$ cat src/spsq_pkg.sv
// constants shared by the sleep-state power sequencer
`default_nettype none
package spsq_pkg;
    // soft-start interval as a time and as oscillator cycles
    localparam int          SOFT_START_MS   = 8;
    localparam int          CLK_HZ          = 100_000_000;
    localparam longint      SS_CYCLES_FULL  = longint'(SOFT_START_MS) * CLK_HZ / 1000;
    localparam int          CNT_W           = 24;
    localparam logic [23:0] SS_CYCLES_DFLT  = SS_CYCLES_FULL[23:0];
    localparam logic [23:0] CNT_RESET       = 24'h000000;
    // decoded sleep state
    typedef enum logic [1:0] {
        PWR_S5 = 2'b00,
        PWR_S3 = 2'b01,
        PWR_S0 = 2'b10
    } spsq_pwr_t;
    // sequencer states
    typedef enum logic [2:0] {
        SQ_OFF    = 3'b000,
        SQ_WMEM   = 3'b001,
        SQ_WTERM  = 3'b010,
        SQ_RUN    = 3'b011,
        SQ_SLEEP  = 3'b100,
        SQ_LATCH  = 3'b101
    } spsq_seq_t;
endpackage
`default_nettype wire

$ cat src/spsq_sequencer.sv
// sleep-state decode, rail enable sequencing and fault handling
// ****************************************************************
// What this block does
// RQ1: state from two active-low sleep inputs: second low S5, first low S3, both high S0
// RQ2: after power-up stay in S5 with standby only until sleep inputs rise
// RQ3: hold power-on reset until the high supply comparator trips, release at once
// RQ4: timer mode: after reset and one delay, start memory rail and raise main switch
// RQ5: pin mode: memory rail enabled only once its enable input is high
// RQ6: termination starts one delay after memory rail, or on its enable input rising
// RQ7: normal operation once memory and termination soft-starts have both completed
// RQ8: S0 to S3: termination off, both switches low, memory rail kept on
// RQ9: S3 to S0: after supply reset, termination starts after delay or enable rise
// RQ10: S0 to S5: standby stays on, every other regulator off
// RQ11: dual rail on in S0 and S3, off in S5; standby always on
// RQ12: memory, second buck and standby watched for undervoltage and overcurrent
// RQ13: termination watched for undervoltage only
// RQ14: thermal or standby fault turns all rails but standby off and restarts sequence
// RQ15: memory or termination fault latches S5 until second sleep input toggles
// RQ16: overcurrent on either buck places the device in S5
// RQ17: S5 drives main switch low, standby switch high; S0 both high
// RQ18: soft-start delay is a parameterised oscillator cycle count
// ****************************************************************
`default_nettype none
module spsq_sequencer #(
    parameter logic [23:0] SS_CYCLES = spsq_pkg::SS_CYCLES_DFLT  // soft-start length [RQ18]
) (
    input  wire logic clk,              // 100 MHz clock
    input  wire logic rst,              // async reset, active high
    input  wire logic sleepFirstN,      // first sleep input, active low
    input  wire logic sleepSecondN,     // second sleep input, active low
    input  wire logic highSupplyOk,     // high_supply_input above threshold
    input  wire logic pinMode,          // 1 = enable pins, 0 = internal timer
    input  wire logic memoryRailEnable, // memory_rail_enable pin
    input  wire logic terminationEnable,// termination_enable pin
    input  wire logic memSsDone,        // memory rail soft-start complete
    input  wire logic termSsDone,       // termination soft-start complete
    input  wire logic memUv,            // memory rail undervoltage
    input  wire logic memOc,            // memory rail overcurrent
    input  wire logic buck2Uv,          // second_buck undervoltage
    input  wire logic buck2Oc,          // second_buck overcurrent
    input  wire logic standbyUv,        // standby regulator undervoltage
    input  wire logic standbyOc,        // standby regulator overcurrent
    input  wire logic termUv,           // termination undervoltage
    input  wire logic thermalShdn,      // thermal shutdown
    output logic      porActive,        // power-on reset held
    output logic      memoryRailOn,     // memory rail soft-start/enable
    output logic      secondBuckOn,     // second buck enable
    output logic      terminationOn,    // termination regulator enable
    output logic      standbyOn,        // standby regulator enable
    output logic      mainRailSwitchDrive, // main_rail_switch_drive
    output logic      standbySwitchDrive,  // standby_switch_drive
    output logic      dualRailOn,       // dual rail powered
    output logic      normalOp,         // sequence complete
    output logic      faultLatched      // latched S5 fault
);
    typedef struct packed {
        spsq_pkg::spsq_seq_t seq;
        logic [23:0]         cnt;
        logic                termPrev;
        logic                sec2Prev;
        logic                latchSawLow;
        logic                mem;
        logic                b2;
        logic                term;
        logic                mainSw;
        logic                sbSw;
        logic                dual;
        logic                norm;
        logic                flt;
    } spsq_state_t;

    spsq_state_t st_r;
    spsq_state_t st_nxt;
    spsq_pkg::spsq_pwr_t pwr;
    logic                hardFault;
    logic                seqFault;
    logic                termRise;
    logic                cntDone;

    // ****************************************************************
    // decode and fault classes
    // ****************************************************************
    always_comb begin
        if (!sleepSecondN) begin
            pwr = spsq_pkg::PWR_S5;                  // [RQ1]
        end else if (!sleepFirstN) begin
            pwr = spsq_pkg::PWR_S3;                  // [RQ1]
        end else begin
            pwr = spsq_pkg::PWR_S0;                  // [RQ1]
        end
    end

    // standby and thermal faults restart; second buck undervoltage is handled alike
    assign hardFault = thermalShdn | standbyUv | standbyOc | buck2Uv;   // [RQ14] [RQ12]
    // termination has no overcurrent input at all
    assign seqFault  = memUv | memOc | termUv | buck2Oc;   // [RQ15] [RQ16] [RQ13] [RQ12]
    assign termRise  = terminationEnable & ~st_r.termPrev;
    assign cntDone   = (st_r.cnt >= SS_CYCLES);

    // ****************************************************************
    // sequencer
    // ****************************************************************
    always_comb begin
        st_nxt          = st_r;
        st_nxt.termPrev = terminationEnable;
        st_nxt.sec2Prev = sleepSecondN;
        case (st_r.seq)
            spsq_pkg::SQ_OFF: begin
                st_nxt.cnt = spsq_pkg::CNT_RESET;
                if (highSupplyOk && pwr == spsq_pkg::PWR_S0) begin   // [RQ2] [RQ3]
                    st_nxt.seq = spsq_pkg::SQ_WMEM;
                end
            end
            spsq_pkg::SQ_WMEM: begin
                st_nxt.cnt = st_r.cnt + 24'h000001;
                if (pinMode ? memoryRailEnable : cntDone) begin   // [RQ4] [RQ5]
                    st_nxt.mem    = 1'b1;
                    st_nxt.b2     = 1'b1;
                    st_nxt.mainSw = 1'b1;
                    st_nxt.sbSw   = 1'b1;
                    st_nxt.dual   = 1'b1;
                    st_nxt.cnt    = spsq_pkg::CNT_RESET;
                    st_nxt.seq    = spsq_pkg::SQ_WTERM;
                end
            end
            spsq_pkg::SQ_WTERM: begin
                st_nxt.cnt = st_r.cnt + 24'h000001;
                if (!st_r.term && (pinMode ? termRise : cntDone)) begin   // [RQ6] [RQ9]
                    st_nxt.term   = 1'b1;
                    // second buck was dropped in S3; a return to S0 must bring it back
                    st_nxt.b2     = 1'b1;
                    st_nxt.dual   = 1'b1;                // [RQ11]
                    st_nxt.mainSw = 1'b1;
                    st_nxt.sbSw   = 1'b1;
                end
                if (st_r.term && memSsDone && termSsDone) begin   // [RQ7]
                    st_nxt.norm = 1'b1;
                    st_nxt.seq  = spsq_pkg::SQ_RUN;
                end
            end
            spsq_pkg::SQ_RUN: begin
            end
            spsq_pkg::SQ_SLEEP: begin
                st_nxt.cnt = spsq_pkg::CNT_RESET;
                if (pwr == spsq_pkg::PWR_S0 && highSupplyOk) begin   // [RQ9]
                    st_nxt.seq = spsq_pkg::SQ_WTERM;
                end
            end
            spsq_pkg::SQ_LATCH: begin
                // clear only after the second sleep input has gone low and back high
                if (!sleepSecondN) begin
                    st_nxt.latchSawLow = 1'b1;
                end
                if (st_r.latchSawLow && sleepSecondN && !st_r.sec2Prev) begin   // [RQ15]
                    st_nxt.flt         = 1'b0;
                    st_nxt.latchSawLow = 1'b0;
                    st_nxt.seq         = spsq_pkg::SQ_OFF;
                end
            end
            default: begin
                st_nxt.seq = spsq_pkg::SQ_OFF;
            end
        endcase

        // S0 to S3: drop termination, both switches low, memory stays
        if (pwr == spsq_pkg::PWR_S3 && st_r.mem && st_r.seq != spsq_pkg::SQ_LATCH) begin
            st_nxt.term   = 1'b0;                    // [RQ8]
            st_nxt.b2     = 1'b0;
            st_nxt.mainSw = 1'b0;                    // [RQ8]
            st_nxt.sbSw   = 1'b0;                    // [RQ8]
            st_nxt.dual   = 1'b1;                    // [RQ11]
            st_nxt.norm   = 1'b0;
            st_nxt.seq    = spsq_pkg::SQ_SLEEP;
        end

        // S5 request, or a partial sequence losing S0, returns to standby only
        if (pwr == spsq_pkg::PWR_S5 || (pwr == spsq_pkg::PWR_S3 && !st_r.mem)) begin
            st_nxt.mem    = 1'b0;                    // [RQ10]
            st_nxt.b2     = 1'b0;                    // [RQ10]
            st_nxt.term   = 1'b0;                    // [RQ10]
            st_nxt.mainSw = 1'b0;                    // [RQ17]
            st_nxt.sbSw   = 1'b1;                    // [RQ17]
            st_nxt.dual   = 1'b0;                    // [RQ11]
            st_nxt.norm   = 1'b0;
            if (st_r.seq != spsq_pkg::SQ_LATCH) begin
                st_nxt.seq = spsq_pkg::SQ_OFF;
            end
        end

        if (seqFault && st_r.seq != spsq_pkg::SQ_LATCH && st_r.seq != spsq_pkg::SQ_OFF) begin
            st_nxt.mem         = 1'b0;               // [RQ15]
            st_nxt.b2          = 1'b0;
            st_nxt.term        = 1'b0;
            st_nxt.mainSw      = 1'b0;               // [RQ16]
            st_nxt.sbSw        = 1'b1;
            st_nxt.dual        = 1'b0;
            st_nxt.norm        = 1'b0;
            st_nxt.flt         = 1'b1;               // [RQ15]
            st_nxt.latchSawLow = ~sleepSecondN;
            st_nxt.seq         = spsq_pkg::SQ_LATCH;
        end

        // a hard fault outranks everything and re-runs from power-up
        if (hardFault || !highSupplyOk && st_r.seq == spsq_pkg::SQ_WMEM) begin
            st_nxt.mem         = 1'b0;               // [RQ14]
            st_nxt.b2          = 1'b0;
            st_nxt.term        = 1'b0;
            st_nxt.mainSw      = 1'b0;
            st_nxt.sbSw        = 1'b1;
            st_nxt.dual        = 1'b0;
            st_nxt.norm        = 1'b0;
            st_nxt.flt         = 1'b0;
            st_nxt.latchSawLow = 1'b0;
            st_nxt.cnt         = spsq_pkg::CNT_RESET;
            st_nxt.seq         = spsq_pkg::SQ_OFF;   // [RQ14]
        end
    end

    always_ff @(posedge clk or posedge rst) begin
        if (rst) begin
            st_r          <= '0;
            st_r.seq      <= spsq_pkg::SQ_OFF;       // [RQ2]
            st_r.sbSw     <= 1'b1;
            st_r.sec2Prev <= 1'b1;
        end else begin
            st_r <= st_nxt;
        end
    end

    // ****************************************************************
    // outputs
    // ****************************************************************
    assign porActive           = ~highSupplyOk;      // [RQ3]
    assign standbyOn           = 1'b1;               // [RQ11]
    assign memoryRailOn        = st_r.mem;
    assign secondBuckOn        = st_r.b2;
    assign terminationOn       = st_r.term;
    assign mainRailSwitchDrive = st_r.mainSw;
    assign standbySwitchDrive  = st_r.sbSw;
    assign dualRailOn          = st_r.dual;
    assign normalOp            = st_r.norm;
    assign faultLatched        = st_r.flt;

    // ****************************************************************
    // checks
    // ****************************************************************
    a_s5_rails_off: assert property (@(posedge clk) disable iff (rst)
        !sleepSecondN && !hardFault |=> !memoryRailOn && !terminationOn && !dualRailOn)  // [RQ10]
        else $error("rails still on after S5 request");
    a_s5_switches: assert property (@(posedge clk) disable iff (rst)
        !sleepSecondN |=> !mainRailSwitchDrive && standbySwitchDrive)  // [RQ17]
        else $error("switch drives wrong in S5");
    a_hard_restart: assert property (@(posedge clk) disable iff (rst)
        thermalShdn |=> !memoryRailOn && !terminationOn && !faultLatched)  // [RQ14]
        else $error("thermal fault did not shut rails");
    a_mem_fault_latch: assert property (@(posedge clk) disable iff (rst)
        memOc && memoryRailOn && !hardFault |=> faultLatched && !memoryRailOn)  // [RQ15]
        else $error("memory fault did not latch S5");
    a_latch_holds: assert property (@(posedge clk) disable iff (rst)
        faultLatched && sleepSecondN && $past(sleepSecondN) && !hardFault
        |=> faultLatched)  // [RQ15]
        else $error("fault latch cleared without toggle");
    a_timer_mem_delay: assert property (@(posedge clk) disable iff (rst)
        $rose(memoryRailOn) && !pinMode && !$past(pinMode)
        |-> $past(st_r.cnt) >= SS_CYCLES)  // [RQ4]
        else $error("memory rail started before soft-start delay");
    a_pin_mem_enable: assert property (@(posedge clk) disable iff (rst)
        $rose(memoryRailOn) && $past(pinMode) |-> $past(memoryRailEnable))  // [RQ5]
        else $error("memory rail started without enable pin");
    a_s3_keeps_mem: assert property (@(posedge clk) disable iff (rst)
        memoryRailOn && sleepSecondN && !sleepFirstN && !hardFault && !seqFault
        |=> memoryRailOn && !terminationOn && dualRailOn && !mainRailSwitchDrive)  // [RQ8]
        else $error("S3 entry handled wrong");
    a_normal_done: assert property (@(posedge clk) disable iff (rst)
        $rose(normalOp) |-> $past(memSsDone) && $past(termSsDone))  // [RQ7]
        else $error("normal operation before soft-starts done");
    a_term_after_mem: assert property (@(posedge clk) disable iff (rst)
        terminationOn |-> memoryRailOn)  // [RQ6]
        else $error("termination on without memory rail");
    a_term_brings_b2: assert property (@(posedge clk) disable iff (rst)
        $rose(terminationOn) |-> secondBuckOn && mainRailSwitchDrive)  // [RQ9]
        else $error("second buck or main switch off after termination start");
    a_term_uv_latch: assert property (@(posedge clk) disable iff (rst)
        termUv && terminationOn && !hardFault |=> faultLatched && !terminationOn)  // [RQ13]
        else $error("termination undervoltage did not latch S5");
    a_buck2_oc_s5: assert property (@(posedge clk) disable iff (rst)
        buck2Oc && memoryRailOn && !hardFault |=> faultLatched && !mainRailSwitchDrive)  // [RQ16]
        else $error("second buck overcurrent did not enter S5");
endmodule
`default_nettype wire

$ cat config.mk
export PLATFORM = sky130hd
export DESIGN_NAME = spsq_sequencer
export DESIGN_NICKNAME = d
export VERILOG_FILES = /design/src/spsq_pkg.sv /design/src/spsq_sequencer.sv
export SDC_FILE = /design/constraint.sdc
export NUM_CORES = 1
export LEC_CHECK = 0
export BUFFER_PORTS_ARGS = -buffer_cell sky130_fd_sc_hd__buf_4
export CAP_MARGIN = 10
export CORE_MARGIN = 4
export CORE_UTILIZATION = 47
export CTS_BUF_LIST = sky130_fd_sc_hd__clkbuf_8
export CTS_CLUSTER_DIAMETER = 30
export DETAILED_ROUTE_END_ITERATION = 12
export PLACE_DENSITY_LB_ADDON = 0.12
export SKIP_CTS_REPAIR_TIMING = 1
export SYNTH_ARGS = -nofsm -noshare
export SYNTH_HDL_FRONTEND = slang
export SYNTH_SLANG_ARGS = --single-unit
export TNS_END_PERCENT = 1
$ cat constraint.sdc
create_clock -name clk -period 2.6 [get_ports clk]
set_input_delay 0.78 -clock clk [delete_from_list [all_inputs] [get_ports clk]]
set_output_delay 0.78 -clock clk [all_outputs]
set_load 0.02 [all_outputs]
==> impl_metrics.py, run 1 <==
metrics = {
    "outcome": {
        "outcome": "finished, final reports clean",
    },
    "floorplan": {
        "initial_core_util_pct": 49.5,
        "die_h_microns": 76.2,
        "die_w_microns": 76.2,
        "fp-row-count": 24,
        "die-area_sq_um": 5810,
        "ioPinCount": 28,
        "coreArea_sq_um": 4410,
    },
    "global_route": {
        "grt_max_degree": 38,
        "globalRouteTotalUtil_pct": 18.4,
        "grt_pass1_wl_microns": 8870,
        "grt_pass1_vias": 1882,
        "antenna_found_initial": 0,
        "overflow": 0,
    },
    "power_and_ir_drop": {
        "combPwrFrac_pct": 5.3,
        "p_sw_mw": 0.262,
        "swShare_pct": 21.0,
        "seqPwrFrac_pct": 46.3,
        "clkPwrFrac_pct": 48.4,
        "p_int_mw": 0.988,
        "leakage_nw": 1.02,
        "powerDensity_nw_per_um2": 489,
        "power_mw": 1.25,
        "irDropWorstVdd_mv": 0.328,
    },
    "sta": {
        "post-route-period-util_pct": 91.3,
        "setup_viol": 0,
        "slew_headroom_pct": 32.3,
        "tightest_slew_ns": 1.02,
        "rsz0062_at_grt": "false",
        "tns_ns": 0,
        "drv_slew": 0,
        "skew_ns": 0.00816,
        "max_freq_mhz": 421,
        "hold_violations": 0,
        "period_minus_slack_ns": 2.37,
        "whs_ns": 0.512,
    },
    "synthesis": {
        "syn_nets": 258,
        "yosysWarnings": 0,
        "yosysSeqAreaShare_pct": 42.5,
        "synth_async_sr_flop_share_pct": 100,
        "synth_edf_count": 0,
        "synth.top_cell.area_share_pct": 40.1,
        "synth_top_family_by_area": "simple AND/OR/NAND/NOR gates",
        "ys_ff_latch": 37,
        "netlist-cell-type-count": 56,
        "syn_inst": 238,
        "synth_top_area_cell": "dfrtp_1",
        "synthXorXnorAreaFrac_pct": 8.82,
        "synthMuxAreaShare_pct": 0,
        "synthSimpleGateAreaFrac_pct": 29.1,
        "yosys-top-cells-area": "dfrtp_1, xor2_1, nor2_1, nand4_1, nand2_1",
        "synth-main-ff-cell": "dfrtp_1",
        "synth_fa_ha_area_share_pct": 1.66,
        "synth_compound_area_share_pct": 13.8,
        "postSynthAreaPerCell_sq_um": 9.18,
        "netlist_area_sq_um": 2190,
    },
    "cells_and_area": {
        "layout.nets": 286,
        "register_area_sq_um": 928,
        "nFillCells": 417,
        "antenna_cells": 0,
        "multi_input_area_sq_um": 1170,
        "finalCoreUtilization_pct": 57.9,
        "design_area_sq_um": 2560,
        "syn_to_final_growth_pct": 16.9,
        "drive_gt1_share_pct": 18.7,
    },
    "place": {
        "dp_hpwl_microns": 3460,
        "dpl_cell_area_sq_um": 2420,
        "portBuffers": 26,
        "place.gp.congestion": 0.841,
    },
    "setup_path": {
        "cp_max_fo": 22,
        "required_ns": 2.81,
        "worstPathArrival_ns": 2.59,
        "path_cells": "or4_1, a211o_1, o21ai_2, a41oi_2, nor2b_1",
        "end_kind": "register",
        "rrSetupSlack_ns": 0.23,
        "cp-start-kind": "register",
        "cp_slowest_cell": "a41oi_2",
        "critical_path.max_stage_delay_ns": 0.54,
        "critPathKind": "reg2reg",
    },
    "clock_network": {
        "clk_pin_slew_ns": 0.08,
        "clkSinkCount": 37,
        "cts_max_path_buffers": 2,
        "clockRootBuffer": "clkbuf_8",
        "cts_buffers": 5,
        "htreeDepth": 2,
        "clk_latency_ns": 0.30,
        "cts_tree": "built",
    },
    "routing": {
        "routedWlPerCell_microns": 15.4,
        "drc": 0,
        "drtPass1Iterations": 4,
        "vias": 1819,
        "viasPerCell": 5.70,
        "antenna_left": 0,
        "routed_wl_microns": 4920,
        "drt_iter0_drc": 131,
    },
    "job": {
        "cap_violations": 0,
    },
    "hold_path": {
        "min_path_type": "reg2reg",
    },
}
[Yosys cell counts (2+ instances only)]
master	number
nand3_1	8
buf_6	2
nand3b_1	2
a21oi_1	8
ha_1	2
a31oi_1	4
nor4_1	5
clkbuf_1	4
nand2b_1	4
nor3b_1	3
nor2b_1	4
nand2_1	21
o22ai_1	3
nor3_1	5
inv_1	7
nand4_1	15
xnor2_1	8
and3b_1	2
o21a_1	3
or4_1	4
and3_1	3
dfstp_2	2
buf_4	2
dfrtp_1	35
o21ai_0	7
xor2_1	14
nor2_1	32
[path summary, 6_finish.rpt]
path	start	endpoint	depth (start not counted)
worst max-delay path	st_r[27]	st_r[33]	5
worst min-delay path	normalOp	normalOp	2
worst max register to register	st_r[27]	st_r[33]	5
worst min register to register	normalOp	normalOp	2
max in group asynchronous	rst	st_r[9]	3
min in group asynchronous	rst	st_r[36]	3
[through the flow]
stage          worst slack, ns  std cells
2_1_floorplan            0.364        238
3_3_place_gp             0.175        311
3_5_place_dp             0.111        311
4_1_cts                  0.195        319
5_1_grt                 0.0270        319
6_report                 0.226        319
[power by group through the flow]
stage / combinational [mW] / clock, mW / sequential [mW]
5_1_grt: 0.0749 / 0.646 / 0.579
3_3_place_gp: 0.0676 / 0 / 0.590
4_1_cts: 0.0685 / 0.619 / 0.579
2_1_floorplan: 0.0317 / 0 / 0.590
3_5_place_dp: 0.0680 / 0 / 0.590
6_report: 0.0667 / 0.605 / 0.579
[area by class of cell]
| cell class | count | area share (%) |
|---|---|---|
| multi-input cells | 184 | 45.8 |
| flip-flops and latches | 37 | 36.3 |
| repair buffers | 31 | 9.10 |
| clock buffers | 5 | 2.69 |
| clock inverters | 3 | 2.55 |
| well taps | 52 | 2.55 |
| inverters | 7 | 1.03 |
[cells in the final DEF (no fill, tap or decap), drive strengths merged, types with 6 or more instances in the layout]
cell	instances
dfrtp	35
nor2	32
nand4	15
buf	31
a21oi	8
o21ai	8
nand2	21
nor4	6
inv	7
xnor2	8
nand3	8
xor2	14
[worst max-delay path, delay by kind of cell (launching register included)]
kind / cells / cell delay, ns
compound gates: 3 / 1.11
simple gates: 2 / 0.77
flops: 1 / 0.41
[metal layers]
metal | vias to the layer above | wire [microns] | track usage [%]
met3 | 8 | 208 | 4.49
li1 | 906 | - | -
met4 | 0 | 107 | 8.74
met2 | 40 | 2390 | 29.0
met5 | - | 0 | 0
met1 | 865 | 2210 | 23.5
[state kept, by name (all words and copies together) (netlist names)]
signal,count
faultLatched,1
dualRailOn,1
standbySwitchDrive,1
terminationOn,1
normalOp,1
memoryRailOn,1
st_r,30
secondBuckOn,1
[cells by family after synthesis]
kind of cell,after synthesis
AO/OA/AOI/OAI,40
adder cells (fa/ha/maj),3
AND/OR/NAND/NOR,118
buffers and inverters,17
flip-flops,37
XOR/XNOR,22
other,1
No activity file was read; power rests on OpenSTA's default activity.
==> run 2, diff against run 1 <==
--- a/config.mk
+++ b/config.mk
@@ -7,11 +7,11 @@
 export LEC_CHECK = 0
 export BUFFER_PORTS_ARGS = -buffer_cell sky130_fd_sc_hd__buf_4
 export CAP_MARGIN = 10
-export CORE_MARGIN = 4
 export CORE_UTILIZATION = 47
-export CTS_BUF_LIST = sky130_fd_sc_hd__clkbuf_8
+export CTS_BUF_LIST = sky130_fd_sc_hd__clkbuf_16
 export CTS_CLUSTER_DIAMETER = 30
 export DETAILED_ROUTE_END_ITERATION = 12
+export HOLD_SLACK_MARGIN = 0.12
 export PLACE_DENSITY_LB_ADDON = 0.12
 export SKIP_CTS_REPAIR_TIMING = 1
 export SYNTH_ARGS = -nofsm -noshare
==> impl_metrics.py, run 2 (same netlist as run 1, synthesis figures left out) <==
metrics = {
    "setup_path": {
        "cp-start-kind": "register",
        "r2r_end": "st_r[14]",
        "end_kind": "register",
        "critPathKind": "reg2reg",
        "ff2ff_path_depth": 5,
        "cp_max_fo": 22,
        "r2r_start": "st_r[27]",
        "rrSetupSlack_ns": 0.22,
        "required_ns": 2.79,
        "worstPathArrival_ns": 2.57,
    },
    "cells_and_area": {
        "layout_common_cells": "dfrtp_1, nor2_1, buf_4, nand2_1, nand4_1",
        "largest_reg_flops": 30,
        "antenna_cells": 0,
        "mostFrequentLayoutCell": "dfrtp_1",
        "syn_to_final_growth_pct": 19.5,
        "drive_gt1_share_pct": 18.7,
        "final_cells": 319,
        "layout.nets": 286,
        "nFillCells": 415,
        "regMostFlops": "st_r",
    },
    "power_and_ir_drop": {
        "leakage_nw": 1.04,
        "powerDensity_nw_per_um2": 546,
        "irDropWorstVdd_mv": 0.481,
    },
    "sta": {
        "hold_violations": 0,
        "rsz0062_at_grt": "false",
        "tightest_slew_ns": 0.975,
        "setup_viol": 0,
        "slew_headroom_pct": 35.0,
        "max_freq_mhz": 421,
        "post-route-period-util_pct": 91.5,
        "period_minus_slack_ns": 2.38,
        "whs_ns": 0.514,
        "tns_ns": 0,
        "skew_ns": 0.00565,
        "drv_slew": 0,
    },
    "routing": {
        "routedWlPerCell_microns": 15.0,
        "drtPass1Iterations": 4,
        "drt_iter0_drc": 135,
        "vias": 1837,
        "viasPerCell": 5.76,
        "routed_wl_microns": 4780,
        "drc": 0,
        "antenna_left": 0,
    },
    "global_route": {
        "antenna_found_initial": 0,
        "grt_pass1_vias": 1777,
        "grt_max_degree": 38,
        "globalRouteTotalUtil_pct": 21.4,
        "overflow": 0,
        "grt_pass1_wl_microns": 8240,
    },
    "hold_path": {
        "holdPathStages": 2,
        "hold_path.startpoint": "normalOp",
        "min_path_type": "reg2reg",
        "worstHoldEndpoint": "normalOp",
    },
    "floorplan": {
        "ioPinCount": 28,
        "die_h_microns": 70.2,
        "fp-row-count": 24,
        "die_w_microns": 70.2,
        "coreArea_sq_um": 4410,
        "initial_core_util_pct": 49.5,
        "die-area_sq_um": 4930,
    },
    "clock_network": {
        "cts_tree": "built",
        "cts_buffers": 5,
        "htreeDepth": 2,
        "clk_pin_slew_ns": 0.06,
        "cts_max_path_buffers": 2,
        "clk_latency_ns": 0.28,
        "clkSinkCount": 37,
        "clockRootBuffer": "clkbuf_16",
    },
    "outcome": {
        "outcome": "finished, final reports clean",
    },
    "place": {
        "place_inst": 311,
        "dp_hpwl_microns": 3340,
        "portBuffers": 26,
        "place.gp.congestion": 0.802,
    },
    "job": {
        "cap_violations": 0,
    },
}
## run 2: cell counts in the layout (fill, tap and decap cells not counted)
Identical to the previous run, type by type.
## run 2: report_power, final
group / switching (mW) / leakage, nW / internal, mW
clock: 0.231 / 0.0938 / 0.547
combinational: 0.0382 / 0.443 / 0.0291
sequential: 0.000897 / 0.508 / 0.579
total: 0.270 / 1.04 / 1.16
## run 2: worst max path at each step
stage          depth (start not counted)  slack [ns]         end     start
2_1_floorplan                          5        0.36    st_r[36]     memOc
3_3_place_gp                           5        0.16  dualRailOn     memOc
3_5_place_dp                           5        0.09    st_r[36]     memOc
4_1_cts                                5        0.17    st_r[14]  st_r[27]
5_1_grt                                5        0.02    st_r[14]  st_r[27]
6_report                               5        0.22    st_r[14]  st_r[27]
## run 2: through the flow
step                cell area [sq um]  utilization, %  power, mW  worst slack [ns]
finish                           2610            59.2       1.43             0.222
global route                     2610            59.2       1.47            0.0241
global placement                 2420            54.9      0.657             0.156
detailed placement               2420            54.9      0.658            0.0907
CTS                              2610            59.2       1.44             0.169
floorplan                        2190               -      0.622             0.364
## run 2: area by class of cell
class | count | area [sq um] | area share, %
clock buffer | 5 | 125 | 4.79
clock inverter | 3 | 65.1 | 2.49
inverter | 7 | 26.3 | 1.01
multi-input combinational | 184 | 1170 | 44.8
sequential | 37 | 928 | 35.5
tap | 52 | 65.1 | 2.49
timing repair buffer | 31 | 233 | 8.91
## run 2: routing by layer
metal	up-vias	track usage, %	wire length (microns)
met4	0	9.33	61
met3	7	4.33	144
met1	886	26.7	2180
met2	32	36.0	2400
met5	-	0	0
li1	912	-	-
## run 2: critical path, cell delays in order, from the launching register on
cell	delay, ns
dfrtp_1	0.41
or4_1	0.50
a211o_1	0.36
o21ai_2	0.22
a41oi_2	0.52
nor2_1	0.28
==> run 3, diff against run 2 <==
==> constraint.sdc (replaced) <==
create_clock -name clk -period 2.5 [get_ports clk]
set_input_delay 0.75 -clock clk [delete_from_list [all_inputs] [get_ports clk]]
set_output_delay 0.75 -clock clk [all_outputs]
set_load 0.02 [all_outputs]
==> impl_metrics.py, run 3 (same netlist as run 1, synthesis figures left out) <==
metrics = {
    "sta": {
        "drv_slew": 0,
        "tightest_slew_ns": 0.665,
        "setup_viol": 0,
        "tns_ns": 0,
        "hold_violations": 0,
        "period_minus_slack_ns": 2.19,
        "slew_headroom_pct": 55.5,
        "post-route-period-util_pct": 87.5,
        "skew_ns": 0.00511,
        "rsz0062_at_grt": "false",
        "max_freq_mhz": 457,
    },
    "global_route": {
        "grt_max_degree": 38,
        "globalRouteTotalUtil_pct": 20.9,
        "grt_pass1_wl_microns": 8220,
        "antenna_found_initial": 0,
        "overflow": 0,
        "grt_pass1_vias": 1806,
    },
    "floorplan": {
        "die_w_microns": 70.2,
        "fp-row-count": 24,
        "initial_core_util_pct": 49.5,
        "die_h_microns": 70.2,
        "die-area_sq_um": 4930,
        "coreArea_sq_um": 4410,
        "ioPinCount": 28,
    },
    "setup_path": {
        "critPathKind": "reg2reg",
        "required_ns": 2.70,
        "end_kind": "register",
        "worstPathArrival_ns": 2.38,
        "cp_max_fo": 22,
        "cp-start-kind": "register",
    },
    "cells_and_area": {
        "multi_input_area_sq_um": 1180,
        "syn_to_final_growth_pct": 18.7,
        "drive_gt1_share_pct": 19.3,
        "largest_reg_flops": 30,
        "regMostFlops": "st_r",
        "design_area_sq_um": 2590,
        "register_area_sq_um": 928,
        "layout.nets": 289,
        "antenna_cells": 0,
        "mostFrequentLayoutCell": "dfrtp_1",
        "final_cells": 322,
        "nFillCells": 406,
        "layout_common_cells": "dfrtp_1, buf_4, nor2_1, nand2_1, nand4_1",
        "finalCoreUtilization_pct": 58.8,
    },
    "routing": {
        "routed_wl_microns": 4710,
        "vias": 1857,
        "antenna_left": 0,
        "viasPerCell": 5.77,
        "drtPass1Iterations": 4,
        "drt_iter0_drc": 115,
        "routedWlPerCell_microns": 14.6,
        "drc": 0,
    },
    "place": {
        "portBuffers": 26,
        "dp_hpwl_microns": 3370,
        "place.gp.congestion": 0.834,
        "dpl_cell_area_sq_um": 2440,
        "place_inst": 314,
    },
    "clock_network": {
        "clockRootBuffer": "clkbuf_16",
        "cts_buffers": 5,
        "clkSinkCount": 37,
        "cts_max_path_buffers": 2,
        "htreeDepth": 2,
        "cts_tree": "built",
        "clk_pin_slew_ns": 0.06,
        "clk_latency_ns": 0.27,
    },
    "power_and_ir_drop": {
        "power_mw": 1.26,
        "irDropWorstVdd_mv": 0.357,
        "powerDensity_nw_per_um2": 487,
        "leakage_nw": 1.04,
    },
    "job": {
        "cap_violations": 0,
    },
    "outcome": {
        "outcome": "finished, final reports clean",
    },
    "hold_path": {
        "min_path_type": "reg2reg",
    },
}
-- run 3: cell types whose count changed in the layout (fill, tap and decap cells not counted) --
cell       previous run  this run
a41oi_2               1         0
a41oi_4               0         1
buf_4                31        34
bufinv_16             2         0
clkinv_2              1         2
inv_1                 7         8
-- run 3: final cells by class --
class                   instances  share of cell area [%]
clock inverters                 3                   0.530
clock buffers                   5                    4.82
well taps                      52                    2.51
flip-flops and latches         37                    35.8
inverters                       7                    1.01
repair buffers                 34                    9.84
multi-input cells             184                    45.5
-- run 3: critical path, cell delays in order (launching register included) --
cell	delay, ns
dfrtp_1	0.41
or4_1	0.52
a211o_1	0.37
o21ai_2	0.24
a41oi_4	0.36
nor2_1	0.20
-- run 3: where the power goes --
| group | internal (mW) | switching, mW |
|---|---|---|
| combinational | 0.0304 | 0.0402 |
| clock | 0.362 | 0.228 |
| sequential | 0.602 | 0.000930 |
| total | 0.994 | 0.269 |
-- run 3: per-layer routing --
metal / wire length, microns / vias to the layer above / share of wire [%] / track usage (%)
li1: - / 923 / - / -
met1: 2220 / 895 / 47 / 26.7
met2: 2290 / 35 / 49 / 35.8
met3: 168 / 4 / 3.6 / 4.47
met4: 21 / 0 / 0.45 / 6.00
met5: 0 / - / 0 / 0
-- run 3: worst paths after layout --
check                                  start      endpoint  slack [ns]  cells past startpoint
worst max-delay path                st_r[27]      st_r[16]        0.31                      5
worst min-delay path            secondBuckOn  secondBuckOn        0.53                      2
worst max register to register      st_r[27]      st_r[16]        0.31                      5
worst min register to register  secondBuckOn  secondBuckOn        0.53                      2
max in group asynchronous                rst       st_r[9]        1.55                      3
min in group asynchronous                rst      st_r[37]        0.58                      3
-- run 3: stage by stage --
stage | hold slack, ns | setup slack [ns]
floorplan | 0.497 | 0.294
global placement | 0.490 | 0.0966
detailed placement | 0.519 | 0.0658
CTS | 0.531 | 0.0618
global route | 0.553 | 0.0946
finish | 0.526 | 0.312
